File: src/pcd_pkg.sv
// Shared constants and types for the program control decoder
package pcd_pkg;

  // Instruction classes recognised by the decoder
  typedef enum logic [3:0] {
    OP_ILLEGAL    = 4'h0,
    OP_LOOP       = 4'h1,
    OP_LOOP_EQ    = 4'h2,
    OP_LOOP_NE    = 4'h3,
    OP_LOOP_SHORT = 4'h4,
    OP_SWAP_PC    = 4'h5,
    OP_READ_PC    = 4'h6,
    OP_READ_ST    = 4'h7,
    OP_POP_ST     = 4'h8,
    OP_PUSH_ST    = 4'h9,
    OP_WRITE_ST   = 4'ha,
    OP_REL_SHORT  = 4'hb,
    OP_REL_LONG   = 4'hc,
    OP_ABS        = 4'hd
  } pcd_op_t;

  // Opcode prefixes and selectors
  localparam logic [7:0] PFX_LOOP = 8'h0d;
  localparam logic [7:0] PFX_CTX = 8'h01;
  localparam logic [3:0] NIB_LOOP_SHORT = 4'h3;
  localparam logic [3:0] NIB_JUMP = 4'hc;
  localparam logic [2:0] SEL_LOOP = 3'h4;
  localparam logic [2:0] SEL_LOOP_EQ = 3'h5;
  localparam logic [2:0] SEL_LOOP_NE = 3'h6;
  localparam logic [2:0] SEL_SWAP_PC = 3'h1;
  localparam logic [2:0] SEL_READ_PC = 3'h2;
  localparam logic [2:0] SEL_READ_ST = 3'h4;
  localparam logic [2:0] SEL_WRITE_ST = 3'h5;
  localparam logic [7:0] LOW_POP_ST = 8'hc0;
  localparam logic [7:0] LOW_PUSH_ST = 8'he0;
  localparam logic [7:0] LOW_REL_LONG = 8'h00;
  localparam logic [7:0] LOW_ABS = 8'h80;

  // Minimum cycle counts, taken and not taken
  localparam logic [3:0] CYC_LOOP_T = 4'h3;
  localparam logic [3:0] CYC_LOOP_N = 4'h2;
  localparam logic [3:0] CYC_SHORT_T = 4'h2;
  localparam logic [3:0] CYC_SHORT_N = 4'h3;
  localparam logic [3:0] CYC_SWAP_PC = 4'h2;
  localparam logic [3:0] CYC_READ = 4'h1;
  localparam logic [3:0] CYC_POP_ST = 4'h8;
  localparam logic [3:0] CYC_PUSH_ST = 4'h2;
  localparam logic [3:0] CYC_WRITE_ST = 4'h3;
  localparam logic [3:0] CYC_REL_S_T = 4'h2;
  localparam logic [3:0] CYC_REL_S_N = 4'h1;
  localparam logic [3:0] CYC_REL_L_T = 4'h3;
  localparam logic [3:0] CYC_REL_L_N = 4'h2;
  localparam logic [3:0] CYC_ABS_T = 4'h3;
  localparam logic [3:0] CYC_ABS_N = 4'h4;

  // Status word flag positions
  localparam int ST_N = 31;
  localparam int ST_C = 30;
  localparam int ST_Z = 29;
  localparam int ST_V = 28;

  // Program counter step per 16-bit word, and reset values
  localparam logic [31:0] PC_STEP = 32'h0000_0010;
  localparam logic [31:0] PC_RESET = 32'h0000_0000;

endpackage : pcd_pkg

File: src/pcd_decode.sv
// Opcode classifier: class, length in words and minimum cycle counts
`timescale 1ns/1ps
module pcd_decode (
  input wire logic [15:0] word_i,
  output pcd_pkg::pcd_op_t op_o,
  output logic [1:0] words_o,
  output logic [3:0] cyc_taken_o,
  output logic [3:0] cyc_not_o
);

  // Exact patterns first; the short jump takes what is left of its nibble
  always_comb begin
    op_o = pcd_pkg::OP_ILLEGAL;
    words_o = 2'd1;
    cyc_taken_o = pcd_pkg::CYC_READ;
    cyc_not_o = pcd_pkg::CYC_READ;
    if (word_i[15:8] == pcd_pkg::PFX_LOOP &&
        word_i[7:5] == pcd_pkg::SEL_LOOP) begin
      op_o = pcd_pkg::OP_LOOP;
      words_o = 2'd2;
      cyc_taken_o = pcd_pkg::CYC_LOOP_T;
      cyc_not_o = pcd_pkg::CYC_LOOP_N;
    end else if (word_i[15:8] == pcd_pkg::PFX_LOOP &&
                 (word_i[7:5] == pcd_pkg::SEL_LOOP_EQ ||
                  word_i[7:5] == pcd_pkg::SEL_LOOP_NE)) begin
      op_o = (word_i[7:5] == pcd_pkg::SEL_LOOP_EQ) ?
             pcd_pkg::OP_LOOP_EQ : pcd_pkg::OP_LOOP_NE;
      words_o = 2'd2;
      cyc_taken_o = pcd_pkg::CYC_LOOP_T;
      cyc_not_o = pcd_pkg::CYC_LOOP_N;
    end else if (word_i[15:12] == pcd_pkg::NIB_LOOP_SHORT && word_i[11]) begin
      op_o = pcd_pkg::OP_LOOP_SHORT;
      cyc_taken_o = pcd_pkg::CYC_SHORT_T;
      cyc_not_o = pcd_pkg::CYC_SHORT_N;
    end else if (word_i[15:8] == pcd_pkg::PFX_CTX) begin
      if (word_i[7:0] == pcd_pkg::LOW_POP_ST) begin
        op_o = pcd_pkg::OP_POP_ST;
        cyc_taken_o = pcd_pkg::CYC_POP_ST;
        cyc_not_o = pcd_pkg::CYC_POP_ST;
      end else if (word_i[7:0] == pcd_pkg::LOW_PUSH_ST) begin
        op_o = pcd_pkg::OP_PUSH_ST;
        cyc_taken_o = pcd_pkg::CYC_PUSH_ST;
        cyc_not_o = pcd_pkg::CYC_PUSH_ST;
      end else if (word_i[7:5] == pcd_pkg::SEL_SWAP_PC) begin
        op_o = pcd_pkg::OP_SWAP_PC;
        cyc_taken_o = pcd_pkg::CYC_SWAP_PC;
        cyc_not_o = pcd_pkg::CYC_SWAP_PC;
      end else if (word_i[7:5] == pcd_pkg::SEL_READ_PC) begin
        op_o = pcd_pkg::OP_READ_PC;
      end else if (word_i[7:5] == pcd_pkg::SEL_READ_ST) begin
        op_o = pcd_pkg::OP_READ_ST;
      end else if (word_i[7:5] == pcd_pkg::SEL_WRITE_ST) begin
        op_o = pcd_pkg::OP_WRITE_ST;
        cyc_taken_o = pcd_pkg::CYC_WRITE_ST;
        cyc_not_o = pcd_pkg::CYC_WRITE_ST;
      end
    end else if (word_i[15:12] == pcd_pkg::NIB_JUMP) begin
      if (word_i[7:0] == pcd_pkg::LOW_REL_LONG) begin
        op_o = pcd_pkg::OP_REL_LONG;
        words_o = 2'd2;
        cyc_taken_o = pcd_pkg::CYC_REL_L_T;
        cyc_not_o = pcd_pkg::CYC_REL_L_N;
      end else if (word_i[7:0] == pcd_pkg::LOW_ABS) begin
        op_o = pcd_pkg::OP_ABS;
        words_o = 2'd3;
        cyc_taken_o = pcd_pkg::CYC_ABS_T;
        cyc_not_o = pcd_pkg::CYC_ABS_N;
      end else begin
        op_o = pcd_pkg::OP_REL_SHORT;
        cyc_taken_o = pcd_pkg::CYC_REL_S_T;
        cyc_not_o = pcd_pkg::CYC_REL_S_N;
      end
    end
  end

endmodule : pcd_decode

File: src/pcd_core.sv
// Program control decoder and sequencer with fetch, register and stack ports
// Function
// - loop decrement: two words, low 100R DDDD, 3/2
// - equal/not-equal loop variants: 101R, 110R, 3/2
// - short loop: one word, nibble 0011, 2/3
// - swap PC with register, 001R DDDD, 2
// - read PC into register, 010R DDDD, 1
// - read status into register, 100R DDDD, 1
// - pop status from stack, 1100 0000, 8
// - push status onto stack, 1110 0000, 2
// - write status from register, 101R DDDD, 3
// - short relative jump, 8-bit displacement, 2/1
// - long relative jump, zero low byte, 3/2
// - absolute jump, three words, 1000 0000, 3/4
`timescale 1ns/1ps
module pcd_core (
  input wire logic clk_sys_i,
  input wire logic rst_i,
  input wire logic fetch_valid_i,
  input wire logic [15:0] fetch_word_i,
  output logic fetch_ready_o,
  output logic [31:0] fetch_addr_o,
  output logic [4:0] rf_sel_o,
  input wire logic [31:0] rf_rdata_i,
  output logic rf_we_o,
  output logic [31:0] rf_wdata_o,
  input wire logic [31:0] st_i,
  output logic st_we_o,
  output logic [31:0] st_wdata_o,
  output logic stk_req_o,
  output logic stk_we_o,
  output logic [31:0] stk_wdata_o,
  input wire logic stk_ack_i,
  input wire logic [31:0] stk_rdata_i,
  output logic done_o,
  output logic taken_o,
  output logic illegal_o
);

  typedef enum logic [3:0] {
    S_IDLE = 4'b0001,
    S_EXT = 4'b0010,
    S_STK = 4'b0100,
    S_EXE = 4'b1000
  } pcd_state_t;

  pcd_state_t state_q;
  pcd_pkg::pcd_op_t op_q;
  pcd_pkg::pcd_op_t dec_op;
  logic [1:0] dec_words, left_q;
  logic [3:0] dec_cyc_t, dec_cyc_n, cyc_t_q, cyc_n_q, cnt_q, need;
  logic [15:0] ir_q;
  logic [31:0] ext_q, pc_q, stk_q, stk_wd_q, dec_val, target;
  logic ext_hi_q, accept, loop_go, taken, fin;

  // Condition code evaluation against the arithmetic flags
  function automatic logic cond_met(input logic [3:0] code,
                                    input logic [31:0] st);
    logic n, c, z, v;
    n = st[pcd_pkg::ST_N];
    c = st[pcd_pkg::ST_C];
    z = st[pcd_pkg::ST_Z];
    v = st[pcd_pkg::ST_V];
    case (code)
      4'h0: cond_met = 1'b1;
      4'h1: cond_met = c;
      4'h2: cond_met = c | z;
      4'h3: cond_met = ~c & ~z;
      4'h4: cond_met = n ^ v;
      4'h5: cond_met = ~(n ^ v);
      4'h6: cond_met = (n ^ v) | z;
      4'h7: cond_met = ~(n ^ v) & ~z;
      4'h8: cond_met = c;
      4'h9: cond_met = ~c;
      4'ha: cond_met = z;
      4'hb: cond_met = ~z;
      4'hc: cond_met = v;
      4'hd: cond_met = ~v;
      4'he: cond_met = n;
      default: cond_met = ~n;
    endcase
  endfunction : cond_met

  pcd_decode u_decode (
    .word_i(fetch_word_i),
    .op_o(dec_op),
    .words_o(dec_words),
    .cyc_taken_o(dec_cyc_t),
    .cyc_not_o(dec_cyc_n)
  );

  // Handshakes; the stack request holds until the memory acknowledges
  assign fetch_ready_o = (state_q == S_IDLE) || (state_q == S_EXT);
  assign accept = fetch_ready_o && fetch_valid_i;
  assign fetch_addr_o = pc_q;
  assign rf_sel_o = ir_q[4:0];
  assign stk_req_o = (state_q == S_STK);
  assign stk_we_o = (op_q == pcd_pkg::OP_PUSH_ST);
  assign stk_wdata_o = stk_wd_q;

  // Branch decision and target; displacements count 16-bit words
  always_comb begin
    dec_val = rf_rdata_i - 32'h0000_0001;
    loop_go = 1'b0;
    taken = 1'b0;
    target = pc_q;
    case (op_q)
      pcd_pkg::OP_LOOP, pcd_pkg::OP_LOOP_SHORT: loop_go = 1'b1;
      pcd_pkg::OP_LOOP_EQ: loop_go = st_i[pcd_pkg::ST_Z];
      pcd_pkg::OP_LOOP_NE: loop_go = ~st_i[pcd_pkg::ST_Z];
      default: loop_go = 1'b0;
    endcase
    case (op_q)
      pcd_pkg::OP_LOOP, pcd_pkg::OP_LOOP_EQ, pcd_pkg::OP_LOOP_NE: begin
        taken = loop_go && (dec_val != 32'h0000_0000);
        target = pc_q + ({{16{ext_q[15]}}, ext_q[15:0]} << 4);
      end
      pcd_pkg::OP_LOOP_SHORT: begin
        taken = (dec_val != 32'h0000_0000);
        // Direction bit set means a backward jump
        target = ir_q[10] ? pc_q - {23'h0, ir_q[9:5], 4'h0} :
                 pc_q + {23'h0, ir_q[9:5], 4'h0};
      end
      pcd_pkg::OP_REL_SHORT: begin
        taken = cond_met(ir_q[11:8], st_i);
        target = pc_q + ({{24{ir_q[7]}}, ir_q[7:0]} << 4);
      end
      pcd_pkg::OP_REL_LONG: begin
        taken = cond_met(ir_q[11:8], st_i);
        target = pc_q + ({{16{ext_q[15]}}, ext_q[15:0]} << 4);
      end
      pcd_pkg::OP_ABS: begin
        taken = cond_met(ir_q[11:8], st_i);
        target = ext_q;
      end
      pcd_pkg::OP_SWAP_PC: target = rf_rdata_i;
      default: taken = 1'b0;
    endcase
  end

  // Completion waits for both the work and the minimum count
  assign need = taken ? cyc_t_q : cyc_n_q;
  assign fin = (state_q == S_EXE) && (cnt_q >= need);

  // Sequencer state
  always_ff @(posedge clk_sys_i) begin
    if (rst_i) begin
      state_q <= S_IDLE;
    end else begin
      case (state_q)
        S_IDLE: begin
          if (accept) begin
            if (dec_words != 2'd1) begin
              state_q <= S_EXT;
            end else if (dec_op == pcd_pkg::OP_POP_ST ||
                         dec_op == pcd_pkg::OP_PUSH_ST) begin
              state_q <= S_STK;
            end else begin
              state_q <= S_EXE;
            end
          end
        end
        S_EXT: begin
          if (accept && left_q == 2'd1) begin
            state_q <= S_EXE;
          end
        end
        S_STK: begin
          if (stk_ack_i) begin
            state_q <= S_EXE;
          end
        end
        S_EXE: begin
          if (fin) begin
            state_q <= S_IDLE;
          end
        end
        default: begin
          state_q <= S_IDLE;
        end
      endcase
    end
  end

  // Instruction latch and extension words, low word first
  always_ff @(posedge clk_sys_i) begin
    if (rst_i) begin
      op_q <= pcd_pkg::OP_ILLEGAL;
      ir_q <= 16'h0000;
      cyc_t_q <= 4'h1;
      cyc_n_q <= 4'h1;
      left_q <= 2'd0;
      ext_q <= 32'h0000_0000;
      ext_hi_q <= 1'b0;
      stk_wd_q <= 32'h0000_0000;
    end else if (state_q == S_IDLE && accept) begin
      op_q <= dec_op;
      ir_q <= fetch_word_i;
      cyc_t_q <= dec_cyc_t;
      cyc_n_q <= dec_cyc_n;
      left_q <= dec_words - 2'd1;
      ext_q <= 32'h0000_0000;
      ext_hi_q <= 1'b0;
      stk_wd_q <= st_i;
    end else if (state_q == S_EXT && accept) begin
      if (ext_hi_q) begin
        ext_q[31:16] <= fetch_word_i;
      end else begin
        ext_q[15:0] <= fetch_word_i;
      end
      ext_hi_q <= 1'b1;
      left_q <= left_q - 2'd1;
    end
  end

  // Cycle count since the first word was latched, saturating
  always_ff @(posedge clk_sys_i) begin
    if (rst_i) begin
      cnt_q <= 4'h0;
    end else if (state_q == S_IDLE) begin
      cnt_q <= 4'h1;
    end else if (cnt_q != 4'hf) begin
      cnt_q <= cnt_q + 4'h1;
    end
  end

  // Popped status word held until completion
  always_ff @(posedge clk_sys_i) begin
    if (rst_i) begin
      stk_q <= 32'h0000_0000;
    end else if (state_q == S_STK && stk_ack_i) begin
      stk_q <= stk_rdata_i;
    end
  end

  // Program counter: one step per fetched word, jump on completion
  always_ff @(posedge clk_sys_i) begin
    if (rst_i) begin
      pc_q <= pcd_pkg::PC_RESET;
    end else if (accept) begin
      pc_q <= pc_q + pcd_pkg::PC_STEP;
    end else if (fin && (taken || op_q == pcd_pkg::OP_SWAP_PC)) begin
      pc_q <= target;
    end
  end

  // Write-back outputs, registered one cycle after completion
  always_ff @(posedge clk_sys_i) begin
    if (rst_i) begin
      rf_we_o <= 1'b0;
      rf_wdata_o <= 32'h0000_0000;
      st_we_o <= 1'b0;
      st_wdata_o <= 32'h0000_0000;
      done_o <= 1'b0;
      taken_o <= 1'b0;
      illegal_o <= 1'b0;
    end else begin
      done_o <= fin;
      taken_o <= fin && taken;
      illegal_o <= fin && (op_q == pcd_pkg::OP_ILLEGAL);
      rf_we_o <= 1'b0;
      st_we_o <= 1'b0;
      if (fin) begin
        case (op_q)
          pcd_pkg::OP_LOOP, pcd_pkg::OP_LOOP_EQ, pcd_pkg::OP_LOOP_NE,
          pcd_pkg::OP_LOOP_SHORT: begin
            rf_we_o <= loop_go;
            rf_wdata_o <= dec_val;
          end
          pcd_pkg::OP_SWAP_PC, pcd_pkg::OP_READ_PC: begin
            rf_we_o <= 1'b1;
            rf_wdata_o <= pc_q;
          end
          pcd_pkg::OP_READ_ST: begin
            rf_we_o <= 1'b1;
            rf_wdata_o <= st_i;
          end
          pcd_pkg::OP_WRITE_ST: begin
            st_we_o <= 1'b1;
            st_wdata_o <= rf_rdata_i;
          end
          pcd_pkg::OP_POP_ST: begin
            st_we_o <= 1'b1;
            st_wdata_o <= stk_q;
          end
          default: rf_we_o <= 1'b0;
        endcase
      end
    end
  end

endmodule : pcd_core

File: config.mk
export PLATFORM = sky130hd
export DESIGN_NAME = pcd_core
export DESIGN_NICKNAME = d
export VERILOG_FILES = /design/src/pcd_pkg.sv /design/src/pcd_decode.sv /design/src/pcd_core.sv
export SDC_FILE = /design/constraint.sdc
export NUM_CORES = 1
export LEC_CHECK = 0
export ABC_AREA = 1
export BUFFER_PORTS_ARGS = -buffer_cell sky130_fd_sc_hd__buf_2
export CAP_MARGIN = 15
export CORE_MARGIN = 3
export CORE_UTILIZATION = 45
export DETAILED_ROUTE_END_ITERATION = 10
export GPL_TIMING_DRIVEN = 0
export PLACE_DENSITY_LB_ADDON = 0.12
export SLEW_MARGIN = 15
export SYNTH_ARGS = -nofsm -noshare
export SYNTH_HDL_FRONTEND = slang
export SYNTH_HIERARCHICAL = 1
export SYNTH_SLANG_ARGS = --single-unit
export TNS_END_PERCENT = 100
File: constraint.sdc
create_clock -name clk_sys_i -period 4.6 [get_ports clk_sys_i]
set_clock_uncertainty 0.05 [all_clocks]
set_input_delay 0.92 -clock clk_sys_i [delete_from_list [all_inputs] [get_ports clk_sys_i]]
set_output_delay 0.92 -clock clk_sys_i [all_outputs]
set_load 0.02 [all_outputs]
==> flow_results.org, run 1 <==
** Status
- The flow ran to the end, and the final reports show no timing, DRC or antenna violations.

** Final layout
- Proportion of layout cells with a drive suffix above 1 :: 16.3%
- Multi-input logic area :: 0.00836 mm^2
- Summing all flip-flop and latch instances after layout gives 0.00464 mm^2.
- The area growth from synthesis to layout is 19.9%.
- After the last flow step, the layout net total stands at 2681.
- After filler insertion, the fill cell instance count of the layout stands at 3217.
- The repair_antennas step left the layout with diodes totalling 0.

** Route
- DR vias :: 16700
- In the detailed route, the total length drawn on met2 is 27.4 mm.
- The pre-antenna-repair detailed-routing pass consisted of 5 iterations.
- Number of design-rule violations left by the first detailed-router iteration :: 1528
- Number of DRC violations after detailed routing :: 0
- Total Wirelength :: 62.8 mm
- For this block, wires on met1 add up to 27.5 mm.
- The detail route stage leaves a number of antenna-violating nets equal to 0.
- Avg WL per Cell :: 21.4 um
- In the routed layout, each cell is associated on average with a via count of 5.69.
- Signal routing reaches up to met4.
- Detailed routing placed a total of 5.46 mm of wire on met3.

** Synthesis
- Area share of xor/xnor cells in the synthesized design :: 2.01%
- After synthesis, the mean cell area works out to 6.43 um^2.
- For this run, the number of Yosys warnings is 6.
- Post-Syn Nets :: 2397
- Ranked by total cell area, the synthesized netlist is headed by dfxtp_1, nand2_1, nor2_1, o21ai_0, inv_1.
- Summing the areas of all compound-gate instances in the mapped netlist gives 22.8% of the synthesized area.
- Number of distinct library cell variants in the gate-level netlist after synthesis :: 52
- After synthesis, the share of flip-flops with an asynchronous set or reset is 0%.
- Of the total synthesized cell area, the portion taken by AND, OR, NAND and NOR gates is 28.7%.
- After synthesis the cells add up to 0.0144 mm^2.
- Most instantiated flip-flop cell in the synthesis netlist :: dfxtp_1
- Counting flops and latches in the post-synthesis netlist gives 232.
- Adder-Cell Fraction of Synth Area :: 3.53%
- Of all cell types, the one taking the most synthesized area is dfxtp_1.
- After synthesis, the largest family of logic cells by area is simple AND/OR/NAND/NOR gates.
- Synthesized netlist cell count :: 2241
- Of the synthesized area, sequential elements account for 32.2%.
- Measured against the total synthesized area, the mux share comes to 0%.
- Post-synth top area share :: 32.2%
- The synthesized design contains 0 enable-type register cells.

** Timing
- Final-report max-slew violation count :: 0
- Setup violations remaining at the end of the flow were counted as 0.
- Number of hold-slack violations in the final timing report :: 0
- Timing would allow up to 0.232 GHz.
- Setup repair after global routing left no endpoint under its margin.
- After layout, the worst path uses 93.7% of the clock period.
- For the pin with the worst max-slew slack, the measured transition is 910 ps.
- Setup_tns :: 0 ps
- Worst slew margin relative to its limit :: 39.3%
- Min cycle time layout :: 4310 ps

** Clock network
- TritonCTS built the clock tree.
- Counting along the longest clock path gives a buffer depth of 3.
- After clock tree synthesis, the flow added hold-fix buffers numbering 0.
- Clock-pin slew was measured on the worst setup and hold paths at 60 ps.
- For the worst-skew pair, the clock arrives at the later sink with an insertion delay of 560 ps.
- CTS placed an instance of clkbuf_16 at the clock tree root.
- Number of clock sinks :: 232
- Total clock buffers created by CTS :: 26
- Setup Fix Bufs, Post-CTS :: 0
- Level count of the clock H-tree :: 1

** Power
- For this design the total switching power over the nets is 6.53 mW.
- Registers are responsible for 23.3% of the overall power.
- Clock network power share :: 17.7%
- Proportion of power drawn by combinational gates :: 59.0%
- In this run the static leakage power is 7.88 nW.
- The completed layout was analyzed and its total power is 12.6 mW.
- Switching power as a share of total power :: 52.0%
- IR analysis of the VDD net gives a maximum drop of 359 uV.
- P per Cell Area :: 727 mW/mm^2
- Internal power comes to 6.03 mW.

** Die
- The core region is 0.0311 mm^2.
- Boundary Pins :: 257
- The floorplan step defined a die boundary enclosing 0.0342 mm^2.
- # rows :: 64
- Horizontal extent of the die :: 185 um
- Starting Density :: 46.4%
- Vertical die dimension :: 185 um

** Setup path
- Required time of the critical path :: 4960 ps
- Maximum fanout along the worst path :: 10
- Following the worst setup path forward leads to its endpoint at st_wdata_o[24].
- Cell chain of the critical path :: buf_2 > clkinvlp_4 > ha_4 > inv_1 > nor2_4 > nand2_1 > nand2_1 > nand2_1 > nor2_1 > nand2_1 > nor3_1 > nand3_1 > nand2_2 > nand2_2 > o21ai_0 > ha_1 > a21oi_1 > nand3_2 > nand2_4 > inv_2 > nand3_2 > buf_6 > buf_2 > a211oi_1
- On the worst path, the slowest cell contributes a delay of 310 ps.
- Origin of the critical flop-to-flop path :: op_q[0]
- Number of cells on the worst reg-to-reg path :: 22
- In this run the register-to-register setup slack is 390 ps.
- The worst setup path is of the input pin to flip-flop kind.
- The most numerous cell type found on the critical path is nand2_1.
- Beginning of the critical path :: rf_rdata_i[0]
- Crit path capture type :: flip-flop
- Crit path arrival time :: 4670 ps
- End of the worst register-to-register path :: fetch_addr_o[12]
- Crit path max-delay cell type :: ha_1
- Nature of the critical path startpoint :: input pin

** Placed design
- Port Buffers :: 256
- Post-DP HPWL :: 51.0 mm
- At the end of routability-driven placement, the weighted congestion stood at 0.995.

** Global route
- Vias in the first global route :: 15700
- Global routing consumed, over all layers together, 35.5% of the routing resources.
- The first global-routing pass estimated 93.1 mm of wire.
- Maximum number of pins on one net before global-route repair :: 14
- Overall overflow remaining after global route :: 0
- The number of antenna violations at the first check in global routing came to 0.

** Run
- Max-cap violations in this run came to 0.

** Hold path
- The worst hold path passes through 2 cells.
- The min-delay analysis places its worst path in the category flip-flop to flip-flop.
## final cells by class
cell class,instances,area share (%)
multi-input combinational,1613,48.4
clock buffer,36,4.33
tap,396,2.87
timing repair buffer,256,7.42
sequential,232,26.9
inverter,293,6.42
buffer,103,2.81
clock inverter,11,0.869
## placed cells by master (no fill, tap or decap), types with 11 or more instances in the layout
cell type    n
nor2_2      13
clkbuf_1    76
nand2_2     11
ha_1        37
dfxtp_1    232
o211ai_1    13
a221oi_1    12
nand2_1    391
a21oi_1    168
nor2_1     356
clkbuf_16   26
o22ai_1     34
o21ai_0    209
nand4_1     26
inv_1      279
nor3_1      22
xor2_1      28
a211oi_1    67
nand3b_1    12
buf_2      264
nand3_1     96
## state kept, by name (all words and copies together) (netlist names)
register      flops
done_o            1
cyc_t_q           4
stk_wdata_o      32
rf_we_o           1
ext_q            32
state_q           4
taken_o           1
cyc_n_q           4
rf_wdata_o       32
stk_q            32
op_q              4
cnt_q             4
illegal_o         1
fetch_addr_o     32
ir_q             12
st_we_o           1
left_q            2
ext_hi_q          1
st_wdata_o       32
## cell usage after synthesis, types with 3 or more instances
cell type  count
buf_2          5
nor2_2         9
a221oi_1      16
xnor2_1        5
buf_4          8
a21boi_0       3
dfxtp_1      232
ha_1          39
nand3_1       98
inv_1        281
nand2_1      396
o211ai_1      13
o21ai_1        5
buf_6          3
o21ai_0      214
nor3_1        24
a21o_1         4
nor4_1         6
o22ai_1       34
a21oi_1      173
o21bai_1       7
buf_1          6
nor2_1       360
a31oi_1        8
o2111ai_1     10
or2_2         10
nand3b_1      12
nand2_4        3
clkinv_1       3
a211oi_1      70
nand2_2        7
xor2_1        28
inv_2          7
nand4_1       26
clkbuf_1      81
nor2_4         8
nand3_2        5
o221ai_1       3
## worst min-delay path by stage
stage,from,endpoint,slack [ps]
after floorplan,ext_q[17],ext_q[17],380
after global placement,stk_q[4],stk_q[4],390
after detailed placement,stk_q[4],stk_q[4],390
after CTS,stk_q[4],stk_q[4],400
after global routing,st_wdata_o[30],st_wdata_o[30],420
final,cyc_t_q[2],cyc_t_q[2],400
## layer usage
metal	vias up	track usage, %
met3	138	6.13
met1	7793	49.1
li1	8010	-
met4	0	12.9
met2	790	55.6
met5	-	0
## power groups by stage
stage | Sequential [mW] | Clock [mW] | Combinational [mW]
after floorplan | 2.96 | 0 | 4.65
after global placement | 2.93 | 0 | 7.12
after detailed placement | 2.94 | 0 | 7.15
after CTS | 2.90 | 2.22 | 7.21
after global routing | 2.94 | 2.31 | 8.18
final | 2.93 | 2.22 | 7.41
## worst max-delay path: cells and delay by family
| kind | cells | cell delay (ps) |
|---|---|---|
| compound gates | 3 | 580 |
| buf+inv | 6 | 930 |
| simple gates | 13 | 1680 |
| fa+ha+maj | 2 | 510 |
## kinds of logic after synthesis
group,Yosys count
AOI/OAI and AO/OA,569
xor gates and xnor gates,33
adders and majority gates,40
buffers and inverters,396
DFF,232
other,1
and+or+nand+nor,970
## per-stage QoR
stage	std cells	hold WS (ps)	utilization (%)	worst slack, ps	instance area [um^2]
after global routing	2940	424	55.6	0.160	17300
after global placement	2893	390	52.1	-1080	16200
after detailed placement	2893	395	52.1	-1180	16200
after CTS	2940	403	55.2	6.44	17100
after floorplan	2241	379	-	356	14400
final	2940	402	55.6	290	17300
## what timing repair did
item | CTS | global route
endpoints found under the setup margin | 67 | 96
gates resized for setup | 24 | 48
cloned | 0 | 0
pin swaps | 0 | 2
(Power assumes the default switching activity.)
==> inputs of run 2 (changes only) <==
CORE_UTILIZATION = 57   (was 45)
clock period = 4.35 ns   (was 4.6 ns; I/O delays follow)
==> run 2 against run 1 <==
  * The flow now finishes with violations (design-rule violations)
  * Cell area down 0.12%
  * Sequential power up 6%
  * Clock power down 5%
  * Critical path type unchanged
  * Highest routed layer unchanged
  * Wire length down 3.2%
  * Largest power group unchanged
  * Combinational power up 8.1%
  * Critical path depth up 3
==> flow_results.org, run 2 (synthesis gave the netlist of run 1 again) <==
** Route
- The first-pass detailed-route iteration total was 10 (+5).
- The average vias per placed instance came to 6.15 (+8.0%).
- The mean routed wirelength per cell came to 21.2 um (-0.82%).
- Number of design-rule violations left by the first detailed-router iteration :: 2254 (+48%)
- Total Wirelength :: 60.8 mm (-3.2%)
- Number of nets with antenna violations after routing :: 0 (unchanged)
- The number of remaining DRC errors came to 1 (+1).
- DR vias :: 17600 (+5.4%)

** Timing
- Final Cycle Share :: 96.0%
- Highest achievable clock rate :: 0.239 GHz
- Total setup violations reported at the end of the flow :: 0 (unchanged)
- After layout, the minimum clock period comes to 4180 ps.
- The actual transition at the worst max-transition pin was 906 ps (-3.52 ps).
- The normalized max-slew margin was 39.6% (+0.23 points).
- Final-report max-slew violation count :: 0 (unchanged)
- The total count of hold-check failures in the final report came to 0 (unchanged).

** Power
- Maximum vdd ir drop :: 573 uV (+59%)
- The leakage dissipation came to 7.84 nW (-0.50%).
- The areal power density over the cells is 767 mW/mm^2 (+5.5%).

** Clock network
- Count of hold buffers inserted by post-cts repair :: 0 (unchanged)
- The H-tree depth was 1 (unchanged).
- Number of buffers between clock root and the deepest sink :: 3 (unchanged)
- The post-CTS clock slew at the launch and capture registers of the worst setup and hold paths is 60 ps (about the same).
- The TritonCTS buffer count came to 25 (-3.8%).
- CTS Root Buffer Type :: clkbuf_16
- Clock latency reported for the late side of the worst-skew pair :: 560 ps (about the same)
- TritonCTS built the clock tree.
- Number of clock sinks :: 232 (unchanged)

** Final layout
- Proportion of layout cells with a drive suffix above 1 :: 17.4% (+1.2 points)
- Non-filler instance count after layout :: 2869 (-2.4%)
- Most common library cell in the layout ignoring fill and taps :: nand2_1
- Commonest cells after routing, fill and taps aside :: nand2_1, nor2_1, inv_1
- The number of nets in the layout is 2683 (+0.075%).
- The area growth from synthesis to layout is 19.7%.
- The total inserted antenna cells was 0 (unchanged).
- Fillers :: 2098 (-35%)
- The end-of-flow core utilization was 70.1% (+15 points).

** Status
- Violations in the final reports :: design-rule violations
- Result of the run :: complete, but fails checks

** Run
- The max-cap check violation count was 0 (unchanged).

** Setup path
- The slowest stage of the critical path belongs to the cell ha_1.
- By startpoint and endpoint, the worst setup path is classified as input pin to flip-flop.
- Crit path capture type :: flip-flop
- The largest stage delay on the critical path came to 300 ps (about the same).
- The maximum fanout along the worst path was 10 (unchanged).
- The endpoint required time on the critical path is 4710 ps (-250 ps).
- Most repeated library cell on the critical path :: nand2_1
- Nature of the critical path startpoint :: input pin
- Number of buffers and inverters on the critical path :: 5 (-1)
- Crit path arrival time :: 4540 ps (-130 ps)
- Cell family with the largest share of critical-path delay :: simple AND/OR/NAND/NOR gates

** Placed design
- Post-DP HPWL :: 47.8 mm (-6.3%)
- The cell count after placement came to 2821 (-2.5%).
- The port buffer count was 256 (unchanged).
- The weighted congestion reported at the end of routability-driven placement came to 1.06 (+6.5%).

** Global route
- The total overflow reported by the global router came to 0 (unchanged).
- The pin count of the biggest net entering global routing is 14 (unchanged).
- The number of global-route vias before repair was 15800 (+0.55%).
- First-pass GRT wire length :: 88.9 mm (-4.5%)
- Initial antenna violation count :: 0 (unchanged)
- Total Routing Usage GR :: 42.4% (+6.9 points)

** Die
- The core outline area came to 0.0246 mm^2 (-21%).
- The floorplan die width came to 165 um (-11%).
- The effective utilization at floorplan is 58.6% (+12 points).
- The placement row count was 57 (-11%).
- Vertical die dimension :: 165 um (-11%)
- The die outline area is 0.0272 mm^2 (-20%).
- The number of ports placed on the die boundary is 257 (unchanged).

** Hold path
- In this run the worst hold path is classified as flip-flop to flip-flop.
==> run 2: changes by cell type in the layout (fill, tap and decap cells not counted), moves of 4 or more <==
cell,before,now
nand2_1,391,385
buf_4,9,13
nor2_4,8,14
a21oi_1,168,164
nor2_2,13,20
o21ai_0,209,204
nor2_1,356,343
o21ai_1,8,12
nand2_2,11,16
==> run 2: worst reg2reg max path: cells and delay by family, from the launching register on <==
kind	cells	cell delay [ps]
compound gates	6	890
fa+ha+maj	3	910
buf+inv	2	230
flops	1	330
simple gates	13	1590
==> run 2: worst paths after layout <==
| kind | from | slack (ps) | to | depth (start not counted) |
|---|---|---|---|---|
| worst max-delay path | rf_rdata_i[2] | 170 | st_wdata_o[7] | 27 |
| worst max register to register | ir_q[5] | 200 | fetch_addr_o[24] | 24 |
| worst min-delay path | stk_q[9] | 410 | stk_q[9] | 2 |
| worst min register to register | stk_q[9] | 410 | stk_q[9] | 2 |
==> run 2: final cells by class <==
cell class                 instances  area, um^2  share of cell area (%)
inverter                         293        1110                    6.42
tap                              324         405                    2.35
sequential                       232        4640                    26.9
timing repair buffer             259        1300                    7.56
clock buffer                      35         693                    4.02
multi-input combinational       1613        8510                    49.3
clock inverter                    10         105                   0.609
buffer                           103         484                    2.81
==> run 2: report_power, final <==
part           switching (mW)  internal [mW]  leakage, nW
clock                   0.935           1.18        0.383
combinational            5.43           2.59         5.57
sequential              0.599           2.50         1.89
==> run 2: through the flow <==
step	hold WS, ps	setup TNS (ps)	total power, mW	instance area, um^2	setup WS, ps
5_1_grt	428	-272	14.0	17300	-75.6
3_5_place_dp	395	-85220	10.5	16100	-1230
6_report	408	0	13.2	17300	173
4_1_cts	405	-23.5	12.6	17000	-23.5
2_1_floorplan	379	0	8.05	14400	156
3_3_place_gp	388	-79310	10.4	16100	-1130
==> run 2: layer usage <==
layer | track usage [%] | vias up | part of all wire [%]
met2 | 65.3 | 1326 | 43
met4 | 19.7 | 0 | 5.7
met1 | 56.4 | 8075 | 38
li1 | - | 8003 | -
met5 | 0 | - | 0
met3 | 9.41 | 230 | 13
==> run 2: repair_timing <==
action,CTS,global route
setup buffers,0,3
setup endpoints to repair,85,95
pin swaps,0,6
gates resized for setup,32,85
